`src/common/tb_pkg.sv`:
```
package tb_pkg;
    // Register indices on the byte-wide register port.
    localparam logic [3:0] ADDR_CONTROL = 4'h0;
    localparam logic [3:0] ADDR_PERIOD_LO = 4'h1;
    localparam logic [3:0] ADDR_PERIOD_HI = 4'h2;
    localparam logic [3:0] ADDR_PHASE_LO = 4'h3;
    localparam logic [3:0] ADDR_PHASE_HI = 4'h4;
    localparam logic [3:0] ADDR_DUTY_LO = 4'h5;
    localparam logic [3:0] ADDR_DUTY_HI = 4'h6;
    localparam logic [3:0] ADDR_FALL_SRC = 4'h7;
    localparam logic [3:0] ADDR_PERIOD_SRC = 4'h8;
    localparam logic [3:0] ADDR_RISE_SRC = 4'h9;
    localparam logic [3:0] ADDR_IRQ = 4'ha;
    localparam logic [3:0] ADDR_COUNT_LO = 4'hb;
    localparam logic [3:0] ADDR_COUNT_HI = 4'hc;

    // Control register bit positions.
    localparam int CTL_ENABLE = 7;
    localparam int CTL_LOAD = 6;

    // Interrupt register flag positions.
    localparam int IRQ_OVERFLOW = 0;
    localparam int IRQ_PERIOD = 1;
    localparam int IRQ_DUTY = 2;
    localparam int IRQ_PHASE = 3;

    // Source select bit positions: time base, pin, comparators one to three.
    localparam int SRC_TIMEBASE = 0;
    localparam int SRC_PIN = 1;
    localparam int SRC_CMP1 = 2;
    localparam int SRC_CMP2 = 3;
    localparam int SRC_CMP3 = 4;
    localparam int SRC_WIDTH = 5;

    // Reset values and counter constants.
    localparam logic [15:0] COUNTER_RESET = 16'h0000;
    localparam logic [15:0] COUNTER_ALL_ONES = 16'hffff;
    localparam logic [15:0] COUNTER_STEP = 16'h0001;
    localparam logic [7:0] BYTE_ZERO = 8'h00;
    localparam logic [SRC_WIDTH-1:0] SRC_DEFAULT = 5'h01;

    // One set of compare values that travel together.
    typedef struct packed {
        logic [15:0] period;
        logic [15:0] phase;
        logic [15:0] duty;
    } compare_set_t;

    // Events handed to the output stage.
    typedef struct packed {
        logic period;
        logic rise;
        logic fall;
    } pwm_events_t;
endpackage

```
`src/rtl/edge_catch.sv`:
```
// Two-flop synchroniser per asynchronous source followed by a rising edge detector.
module edge_catch
    import tb_pkg::*;
#(
    parameter int WIDTH = 4
) (
    input wire logic mclk,
    input wire logic rst_b,
    input wire logic [WIDTH-1:0] raw,
    output logic [WIDTH-1:0] rise
);
    logic [WIDTH-1:0] meta;
    logic [WIDTH-1:0] sync;
    logic [WIDTH-1:0] last;

    // The first stage feeds only the second one, so no logic sees a metastable level.
    always_ff @(posedge mclk) begin
        if (!rst_b) begin
            meta <= '0;
            sync <= '0;
            last <= '0;
        end else begin
            meta <= raw;
            sync <= meta;
            last <= sync;
        end
    end

    // Events trigger on the rising edge only; a held level fires once.
    assign rise = sync & ~last;
endmodule // edge_catch

```
`src/rtl/pwm_time_base_event_gen.sv`:
```
// The implementer's own choices: the register addresses and strobed register access.
module pwm_time_base_event_gen
    import tb_pkg::*;
(
    input wire logic mclk,
    input wire logic rst_b,
    input wire logic [3:0] reg_addr,
    input wire logic [7:0] reg_wdata,
    input wire logic reg_wr,
    input wire logic reg_rd,
    output logic [7:0] reg_rdata,
    input wire logic event_input_pin,
    input wire logic comparator_one,
    input wire logic comparator_two,
    input wire logic comparator_three,
    output pwm_events_t events,
    output logic drive_active,
    output logic rise_blank_start,
    output logic dead_band_start
);
    // Software-side registers.
    logic [7:0] module_control_reg;
    compare_set_t pending;
    compare_set_t active;
    logic [SRC_WIDTH-1:0] falling_source_select;
    logic [SRC_WIDTH-1:0] period_source_select;
    logic [SRC_WIDTH-1:0] rising_source_select;
    logic [3:0] time_base_irq_reg;
    logic [15:0] time_base_counter;
    logic clear_pending;
    logic fall_seen;
    logic rise_seen;
    logic [7:0] next_rdata;

    wire module_enable_bit = module_control_reg[CTL_ENABLE];
    wire buffer_load_request = module_control_reg[CTL_LOAD];

    // Synchronised edges of pin and comparators, in source select order above bit 0.
    logic [3:0] async_rise;
    edge_catch #(
        .WIDTH(4)
    ) u_edge_catch (
        .mclk(mclk),
        .rst_b(rst_b),
        .raw({comparator_three, comparator_two, comparator_one, event_input_pin}),
        .rise(async_rise)
    );

    // Compare matches against the active copies only; the zero after a clear is a real count.
    wire period_match = module_enable_bit
        && (time_base_counter == active.period);
    wire phase_match = module_enable_bit
        && (time_base_counter == active.phase);
    // A duty value the counter never reaches simply never matches.
    wire duty_match = module_enable_bit
        && (time_base_counter == active.duty);

    // Event source vectors: bit 0 is the time base match.
    wire [SRC_WIDTH-1:0] period_srcs = {async_rise, period_match};
    wire [SRC_WIDTH-1:0] rise_srcs = {async_rise, phase_match};
    wire [SRC_WIDTH-1:0] fall_srcs = {async_rise, duty_match};

    // Raw events before per-period qualification.
    wire period_event = module_enable_bit && |(period_srcs & period_source_select);
    wire fall_raw = module_enable_bit && |(fall_srcs & falling_source_select);
    wire rise_raw = module_enable_bit && |(rise_srcs & rising_source_select);

    // First falling event only; a rise in the same cycle as the fall still counts,
    // so duty equal to phase yields coincident events and no asserted output.
    wire fall_qual = fall_raw && !fall_seen;
    wire rise_qual = rise_raw && !rise_seen && !fall_seen;

    wire overflow_event = module_enable_bit
        && (time_base_counter == COUNTER_ALL_ONES) && !period_event;

    wire load_now = period_event && buffer_load_request;

    wire wr_ctl = reg_wr && (reg_addr == ADDR_CONTROL);
    wire wr_irq = reg_wr && (reg_addr == ADDR_IRQ);

    // Counter: clears on the edge after a period event, counts on the edge after that.
    // Holding zero for a second cycle would stretch every period to the value plus two.
    always_ff @(posedge mclk) begin
        if (!rst_b || !module_enable_bit) begin
            time_base_counter <= COUNTER_RESET;
            clear_pending <= 1'b0;
        end else if (period_event) begin
            time_base_counter <= COUNTER_RESET;
            clear_pending <= 1'b1;
        end else begin
            time_base_counter <= time_base_counter + COUNTER_STEP;
            clear_pending <= 1'b0;
        end
    end

    // Per-period qualification state; a new period rearms both edges.
    always_ff @(posedge mclk) begin
        if (!rst_b || !module_enable_bit || period_event) begin
            fall_seen <= 1'b0;
            rise_seen <= 1'b0;
        end else begin
            fall_seen <= fall_seen | fall_qual;
            rise_seen <= rise_seen | rise_qual;
        end
    end

    // Drive level seen by the output stage; the fall wins over a coincident rise.
    always_ff @(posedge mclk) begin
        if (!rst_b || !module_enable_bit) begin
            drive_active <= 1'b0;
        end else if (fall_qual) begin
            drive_active <= 1'b0;
        end else if (rise_qual) begin
            drive_active <= 1'b1;
        end
    end

    // Event strobes are combinational so the output stage reacts at once.
    assign events = '{period: period_event, rise: rise_qual, fall: fall_qual};
    assign rise_blank_start = fall_qual;
    assign dead_band_start = fall_qual;
    // Effective duty follows from the match timing; no divider is built.

    // Pending and active compare sets move together at a loaded period event.
    always_ff @(posedge mclk) begin
        if (!rst_b) begin
            pending <= '0;
            active <= '0;
        end else begin
            if (reg_wr && reg_addr == ADDR_PERIOD_LO) pending.period[7:0] <= reg_wdata;
            if (reg_wr && reg_addr == ADDR_PERIOD_HI) pending.period[15:8] <= reg_wdata;
            if (reg_wr && reg_addr == ADDR_PHASE_LO) pending.phase[7:0] <= reg_wdata;
            if (reg_wr && reg_addr == ADDR_PHASE_HI) pending.phase[15:8] <= reg_wdata;
            if (reg_wr && reg_addr == ADDR_DUTY_LO) pending.duty[7:0] <= reg_wdata;
            if (reg_wr && reg_addr == ADDR_DUTY_HI) pending.duty[15:8] <= reg_wdata;
            if (load_now) begin
                active <= pending;
            end
        end
    end

    // Control and source select registers; the load bit self-clears on transfer unless a control write lands in that cycle.
    always_ff @(posedge mclk) begin
        if (!rst_b) begin
            module_control_reg <= BYTE_ZERO;
            falling_source_select <= SRC_DEFAULT;
            period_source_select <= SRC_DEFAULT;
            rising_source_select <= SRC_DEFAULT;
        end else begin
            if (wr_ctl) begin
                module_control_reg <= reg_wdata;
            end else if (load_now) begin
                module_control_reg[CTL_LOAD] <= 1'b0;
            end
            if (reg_wr && reg_addr == ADDR_FALL_SRC) begin
                falling_source_select <= reg_wdata[SRC_WIDTH-1:0];
            end
            if (reg_wr && reg_addr == ADDR_PERIOD_SRC) begin
                period_source_select <= reg_wdata[SRC_WIDTH-1:0];
            end
            if (reg_wr && reg_addr == ADDR_RISE_SRC) begin
                rising_source_select <= reg_wdata[SRC_WIDTH-1:0];
            end
        end
    end

    // Flags: a hardware set wins over a write-zero clear in the same cycle.
    wire [3:0] flag_set;
    assign flag_set[IRQ_OVERFLOW] = overflow_event;
    assign flag_set[IRQ_PERIOD] = period_match;
    assign flag_set[IRQ_DUTY] = duty_match;
    assign flag_set[IRQ_PHASE] = phase_match;
    always_ff @(posedge mclk) begin
        if (!rst_b || !module_enable_bit) begin
            time_base_irq_reg <= '0;
        end else if (wr_irq) begin
            time_base_irq_reg <= reg_wdata[3:0] | flag_set;
        end else begin
            time_base_irq_reg <= time_base_irq_reg | flag_set;
        end
    end

    // Read mux; unmapped indices read zero.
    always_comb begin
        case (reg_addr)
            ADDR_CONTROL: next_rdata = module_control_reg;
            ADDR_PERIOD_LO: next_rdata = pending.period[7:0];
            ADDR_PERIOD_HI: next_rdata = pending.period[15:8];
            ADDR_PHASE_LO: next_rdata = pending.phase[7:0];
            ADDR_PHASE_HI: next_rdata = pending.phase[15:8];
            ADDR_DUTY_LO: next_rdata = pending.duty[7:0];
            ADDR_DUTY_HI: next_rdata = pending.duty[15:8];
            ADDR_FALL_SRC: next_rdata = {3'h0, falling_source_select};
            ADDR_PERIOD_SRC: next_rdata = {3'h0, period_source_select};
            ADDR_RISE_SRC: next_rdata = {3'h0, rising_source_select};
            ADDR_IRQ: next_rdata = {4'h0, time_base_irq_reg};
            ADDR_COUNT_LO: next_rdata = time_base_counter[7:0];
            ADDR_COUNT_HI: next_rdata = time_base_counter[15:8];
            default: next_rdata = BYTE_ZERO;
        endcase
    end

    always_ff @(posedge mclk) begin
        if (!rst_b) begin
            reg_rdata <= BYTE_ZERO;
        end else begin
            reg_rdata <= reg_rd ? next_rdata : BYTE_ZERO;
        end
    end

    // Assertions.
    a_fall_once: assert property (@(posedge mclk) disable iff (!rst_b)
        fall_seen && !period_event |-> !events.fall)
        else $error("second falling event in one period");
    a_rise_after_fall: assert property (@(posedge mclk) disable iff (!rst_b)
        fall_seen |-> !events.rise)
        else $error("rising event after falling event");
    a_counter_clear: assert property (@(posedge mclk) disable iff (!rst_b)
        period_event && module_enable_bit |=> time_base_counter == COUNTER_RESET
        ##1 (!module_enable_bit || $past(period_event) || $past(!module_enable_bit)
        || time_base_counter == COUNTER_STEP))
        else $error("counter did not clear then resume");
    a_counter_step: assert property (@(posedge mclk) disable iff (!rst_b)
        module_enable_bit && !period_event && !clear_pending ##1 module_enable_bit
        |-> time_base_counter == $past(time_base_counter) + COUNTER_STEP)
        else $error("counter did not step by one");
    a_disable_zero: assert property (@(posedge mclk) disable iff (!rst_b)
        !module_enable_bit |=> time_base_counter == COUNTER_RESET)
        else $error("counter not reset while disabled");
    a_load_moves: assert property (@(posedge mclk) disable iff (!rst_b)
        load_now |=> active == $past(pending) && !module_control_reg[CTL_LOAD])
        else $error("compare set not transferred");
    a_hold_active: assert property (@(posedge mclk) disable iff (!rst_b)
        !load_now |=> active == $past(active))
        else $error("active compare changed without load");
    a_period_flag: assert property (@(posedge mclk) disable iff (!rst_b)
        period_match && module_enable_bit |=> time_base_irq_reg[IRQ_PERIOD])
        else $error("period flag not set");
    a_fall_blank: assert property (@(posedge mclk) disable iff (!rst_b)
        events.fall |-> rise_blank_start && dead_band_start ##1 !drive_active)
        else $error("falling event did not end pulse");
endmodule // pwm_time_base_event_gen

```
`config.mk`:
```
export PLATFORM = sky130hd
export DESIGN_NAME = pwm_time_base_event_gen
export DESIGN_NICKNAME = d
export VERILOG_FILES = /design/src/common/tb_pkg.sv /design/src/rtl/edge_catch.sv /design/src/rtl/pwm_time_base_event_gen.sv
export SDC_FILE = /design/constraint.sdc
export NUM_CORES = 1
export LEC_CHECK = 0
export ABC_CLOCK_PERIOD_IN_PS = 2400
export BUFFER_PORTS_ARGS = -buffer_cell sky130_fd_sc_hd__buf_2
export CAP_MARGIN = 15
export CORE_MARGIN = 5
export CORE_UTILIZATION = 35
export DETAILED_ROUTE_END_ITERATION = 8
export HOLD_SLACK_MARGIN = 0.02
export PLACE_DENSITY = 0.56
export SYNTH_ARGS = -nofsm -noshare
export SYNTH_HDL_FRONTEND = slang
export SYNTH_HIERARCHICAL = 1
export SYNTH_SLANG_ARGS = --single-unit
```
`constraint.sdc`:
```
create_clock -name mclk -period 2.4 [get_ports mclk]
set_clock_uncertainty 0.15 [all_clocks]
set_input_delay 0.24 -clock mclk [delete_from_list [all_inputs] [get_ports mclk]]
set_output_delay 0.24 -clock mclk [all_outputs]
set_load 0.01 [all_outputs]
```
* After elaboration in Yosys (flattened, before gate mapping)
Cells that the tools add are included.
** Cells by class
- Add/subtract/negate cells :: 1
- Equality and inequality tests :: 16
- Multiplexer cells :: 4
- Bitwise operators :: 9
- Reductions and logical operators :: 38
** Operators by type and width (number)
- 8-bit case mux with 13 select lines :: 1
- 16-bit == test :: 3
- 1-bit logical AND :: 23
- 4-bit == test, second input constant :: 5
- 16-bit by 1-bit adder with 16-bit output, second input constant :: 1
- 16-bit == test, second input constant :: 1
- 4-bit by 3-bit == test with 1-bit output, second input constant :: 4
- 5-bit bitwise AND :: 3
- 5-bit OR reduction :: 3
- 4-bit by 2-bit == test with 1-bit output, second input constant :: 2
- 4-bit OR :: 2
- 1-bit logical NOT :: 5
- 4-bit bitwise AND :: 1
- 4-bit by 1-bit == test with 1-bit output, second input constant :: 1
- 4-bit logical NOT :: 1
- 4-bit two-way mux :: 1
- 4-bit inverter :: 1
- 2-bit OR reduction :: 2
- 1-bit logical OR :: 2
- 1-bit two-way mux :: 2
- 1-bit OR :: 2
- 2-bit AND reduction :: 1
- 2-bit nonzero test :: 1
** Word-level totals
- Register bits :: 162
- Bits of input ports :: 20
- Output and inout bits :: 14
- Word-level logic and storage cells :: 91

* Logic depth before layout (Yosys ltp)
- Word-level depth :: 9
- Gate-level depth with buffers :: 8
- Depth with buffers taken out :: 6

* Cells and area by module
The synthesis kept the hierarchy.
** Modules (own cells, without submodules)
- pwm_time_base_event_gen :: times used 1, cells an instance 845, area each 7435.9 um^2
- edge_catch :: times used 1, cells an instance 29, area each 361.6 um^2

* Least setup slack after synthesis
No wires, ideal clock.
- Kind :: register to output
- Start point :: register time_base_counter[11]
- End point :: output port events[0] (netlist name)
- Data arrival time :: 1912 ps
- Slack :: 98 ps
- Cell stages (with the launch flop) :: 8
- Buffers on the path :: 2
- Cells stage by stage :: dfxtp_1 -> clkbuf_1 -> xor2_1 -> nor4_1 -> nand4_1 -> or3_1 -> a21oi_1 -> buf_4
** On the way
- Cells in the longest elaborated chain, start to end :: 6
** Ends and longest elaborated chain
- from (decl) :: line pwm_time_base_event_gen.sv:29 : logic [15:0] time_base_counter;
- from (signal assigned) :: line pwm_time_base_event_gen.sv:91 : time_base_counter <= time_base_counter + COUNTER_STEP;
- 16-bit == test :: line pwm_time_base_event_gen.sv:56 : && (time_base_counter == active.duty);
- 1-bit logical AND :: line pwm_time_base_event_gen.sv:56
- 5-bit bitwise AND :: line pwm_time_base_event_gen.sv:65 : wire fall_raw = module_enable_bit && |(fall_srcs & falling_source_select);
- 5-bit OR reduction :: line pwm_time_base_event_gen.sv:65
- 1-bit logical AND :: line pwm_time_base_event_gen.sv:65
- 1-bit logical AND :: line pwm_time_base_event_gen.sv:70 : wire fall_qual = fall_raw && !fall_seen;
- to (decl) :: line pwm_time_base_event_gen.sv:16 : output pwm_events_t events,
No other way between the ends.

* Final worst setup path
- Start point :: register active[11] (netlist name)
- End point :: output port dead_band_start
** On the way
- Cells in the longest elaborated chain, start to end :: 6
** Ends and longest elaborated chain
- from (decl) :: line pwm_time_base_event_gen.sv:24 : compare_set_t active;
- from (signal assigned) :: line pwm_time_base_event_gen.sv:137 : active <= pending;
- 16-bit == test :: line pwm_time_base_event_gen.sv:56
- 1-bit logical AND :: line pwm_time_base_event_gen.sv:56
- 5-bit bitwise AND :: line pwm_time_base_event_gen.sv:65
- 5-bit OR reduction :: line pwm_time_base_event_gen.sv:65
- 1-bit logical AND :: line pwm_time_base_event_gen.sv:65
- 1-bit logical AND :: line pwm_time_base_event_gen.sv:70
- to (decl) :: line pwm_time_base_event_gen.sv:19 : output logic dead_band_start
No other way between the ends.

==> summary.md <==
| Metric | Value |
|---|---|
| WS Path Type | register to primary output |
| Max-slew headroom | 64.9% |
| Die width | 159 um |
| Utilization after layout | 42.6% |
| DRC errors left | 0 |
| Setup-failing EPs final | 3 |
| Clock root cell | clkbuf_16 |
| Top-count cell post-synth | dfxtp_1 |
| EDFF count, synth | 0 |
| Core area | 21900 um2 |
| Uppermost layer routed | met4 |
| WHS Path Cells | 3 |
| Ys flop type | dfxtp_1 |
| GP Congestion | 0.896 |
| Final Worst Setup Slack | -0.137 ns |
| RSZ-0062 raised after global routing | true |
| Fin Hold WS | between 0.03 and 0.04 ns |
| Overall Power | 5.78 mW |
| Dpl cells | around 1.2k |
| Number of max-cap violations | 0 |
| Site row count | 54 |
| Final wirelength | 24700 um |
| Pwr Density | ~620 nW/um2 |
| Routed wl met3 | roughly 1500 um |
| Starting DRT DRC Count | a little over 700 |
| Synthesis-stage register bit count | 162 |
| RR Startpoint | time_base_counter[8] |
| R2r setup slk | 0.15 ns |
| Pleak | 3.51 nW |
| Post-synth top cells | dfxtp_1, nand2_1, mux2i_1 |
| First-pass GRT wire length | 37700 um |
| Top Registers | active (48), pending (48), time_base_counter (16) |
| CP max FO | 3 |
| Crit Reg-Reg Endpoint | active[14] |
| Synth unique cells | 56 |
| Routed via count | approximately 6.5k |
| Clock Sinks | 162 |
| Vias in the first global route | approximately 6.3k |
| Starting density of the core | 35.6% |
| Syn Std Cell Area | 7800 um2 |
| CP endpoint kind | primary output |
| Critical Path Source | active[11] |
| Status | finished with violations |
| Min-delay worst type | input pin to register |
| Area delta synth->final | 19.5% |
| Cts bufs inserted | 17 |
| Synth area leaders | dfxtp_1, mux2i_1, nand2_1 |
| Ys Warns | 6 |
| Global-route usage over all layers | 19.1% |
| VDD IR max | ~0.00040 V |
| ANT cells | 0 |
| Syn Inst Count | between 800 and 900 |
| Synth top area share | 41.6% |
| Net count reported at finish | 952 |
| Io pins | 34 |
| Seq/Total Area, Yosys | 41.6% |
| CTS clk-pin slew, worst paths | 0.07 ns |
| Tcrit/Tclk final | 106% |
| CP Data Required Time | 2.01 ns |
| Average routed wire per standard cell | between 20 and 25 um |
| Dpl hpwl | ~18000 um |
| Layout cells sized above 1 | 18.3% |
| Max clock buf depth | 2 |
| Overflow after GRT | 0 |
| Min Tclk post-route | 2.54 ns |
| Ys async rst share | 0% |
| Initial antenna violation count | 0 |
| Final Slew Violations | 0 |
| Fin cells | 1224 |
| Antenna viol nets, final | 0 |
| Worst setup SP type | register |
| Dominant cell type by area after synthesis | dfxtp_1 |
| Mean Syn Cell Area | approximately 9 um2 |
| Metal2 WL | 11200 um |
| Arrival time worst endpoint | 2.15 ns |
| M1 wire length | 11400 um |
| Pin count of the biggest net entering global routing | 52 |
| CTS tree | yes |
| Die ar. | 25400 um2 |
| Final hold viol count | 0 |
| Worst-Skew Late Latency | ~0.43 ns |
| Dpl ws | ~0.041 ns |
| Worst Setup EP | dead_band_start |
| Achievable frequency | 0.394 GHz |
| Port bufs | 33 |
| Reg2reg path depth | 9 |
| DR pass1 iterations | 5 |
| Post-DR vias/cell | 5.32 |
| Worst-margin pin slew | between 0.5 and 0.6 ns |
| Syn_nets | roughly 900 |
| Failing checks | setup timing |
| H-tree levels | 4 |
| Die height | 159 um |
[layout make-up]
cell class,count,area (um2)
Clock inverter,14,155
Clock buffer,18,429
Sequential cell,162,3260
Inverter,12,45.0
Timing Repair Buffer,110,853
Fill cell,2223,12600
Multi-Input combinational cell,628,4230
Tap cell,280,350
[where the power goes]
part / leakage (nW) / internal [mW] / total, mW / switching [mW]
sequential: 1.31 / 2.71 / 2.74 / 0.0225
clock: 0.287 / 1.55 / 2.71 / 1.16
combinational: 1.91 / 0.123 / 0.335 / 0.211
total: 3.51 / 4.39 / 5.78 / 1.40
[through the flow]
stage,instance area [um2],setup TNS (ns)
finish,9320,-0.409
global route,9320,-0.697
floorplan,7800,0
CTS,9210,-0.662
global placement,8500,0
detailed placement,8500,0
[layer usage]
layer  global-route usage, %  vias up
met2                    29.4      262
met3                    3.52       32
met4                    6.67        0
li1                        -     3105
met5                       0        -
met1                    26.8     3118
[cell families (layout without fill, tap and decap cells)]
group	Yosys count	after routing	share of synthesized area, %
flip-flops	162	162	41.6
adder cells (fa/ha/maj)	1	1	0.160
multiplexers	116	116	15.1
XOR/XNOR	59	59	6.63
AND/OR/NAND/NOR	335	335	20.7
AO/OA/AOI/OAI	117	117	10.8
buffers and inverters	84	154	4.97
[repair_timing]
action                     in CTS  in global routing
gates cloned                    0                  1
pin swaps                       6                  7
hold buffers                    5                  0
hold endpoints to repair        5                  0
gates resized for setup        12                 14
buffers inserted                5                  4
setup endpoints to repair       4                 49
[cell usage in the layout (no fill, tap or decap), types with 4 or more instances in the layout]
cell type / Yosys / routed
and2_1: 5 / 5
a21boi_0: 23 / 23
a21oi_1: 17 / 16
dlygate4sd3_1: 0 / 5
a22oi_1: 9 / 9
dfxtp_2: 0 / 8
a221oi_1: 8 / 7
a22o_1: 8 / 8
nand3_1: 29 / 28
a31oi_1: 5 / 5
dfxtp_1: 162 / 153
buf_2: 10 / 32
nor2_1: 34 / 34
inv_1: 11 / 11
clkinv_4: 0 / 4
buf_12: 0 / 5
clkbuf_16: 0 / 18
and2_2: 8 / 8
nor4_2: 0 / 4
buf_4: 7 / 63
buf_6: 3 / 4
o21ai_0: 18 / 17
nand2_1: 145 / 145
and3_1: 7 / 7
xnor2_1: 24 / 24
xor2_1: 35 / 34
mux2i_1: 113 / 113
nand4_1: 11 / 11
nand3b_1: 4 / 4
nor2b_1: 65 / 65
a32oi_1: 4 / 4
nor3_1: 9 / 8
[worst min path at each step]
stage,slack [ns],from,end
finish,0.04,reg_wdata[5],pending[5]
global route,0.04,reg_wdata[6],pending[6]
CTS,0.02,reg_wdata[5],pending[5]
global placement,0.26,u_edge_catch/meta[1],u_edge_catch/sync[1]
floorplan,0.21,event_input_pin,u_edge_catch/meta[0]
detailed placement,0.27,u_edge_catch/meta[2],u_edge_catch/sync[2]
[worst max-delay path, stage by stage, from the launching register on]
cell and delay (ns):
dfxtp_1 0.32, xor2_1 0.17, nor4_2 0.31, nand4_1 0.14, buf_6 0.16, or3_4 0.34, a21oi_4 0.13, buf_2 0.14
Note: power is estimated with default switching activity, not from simulation.
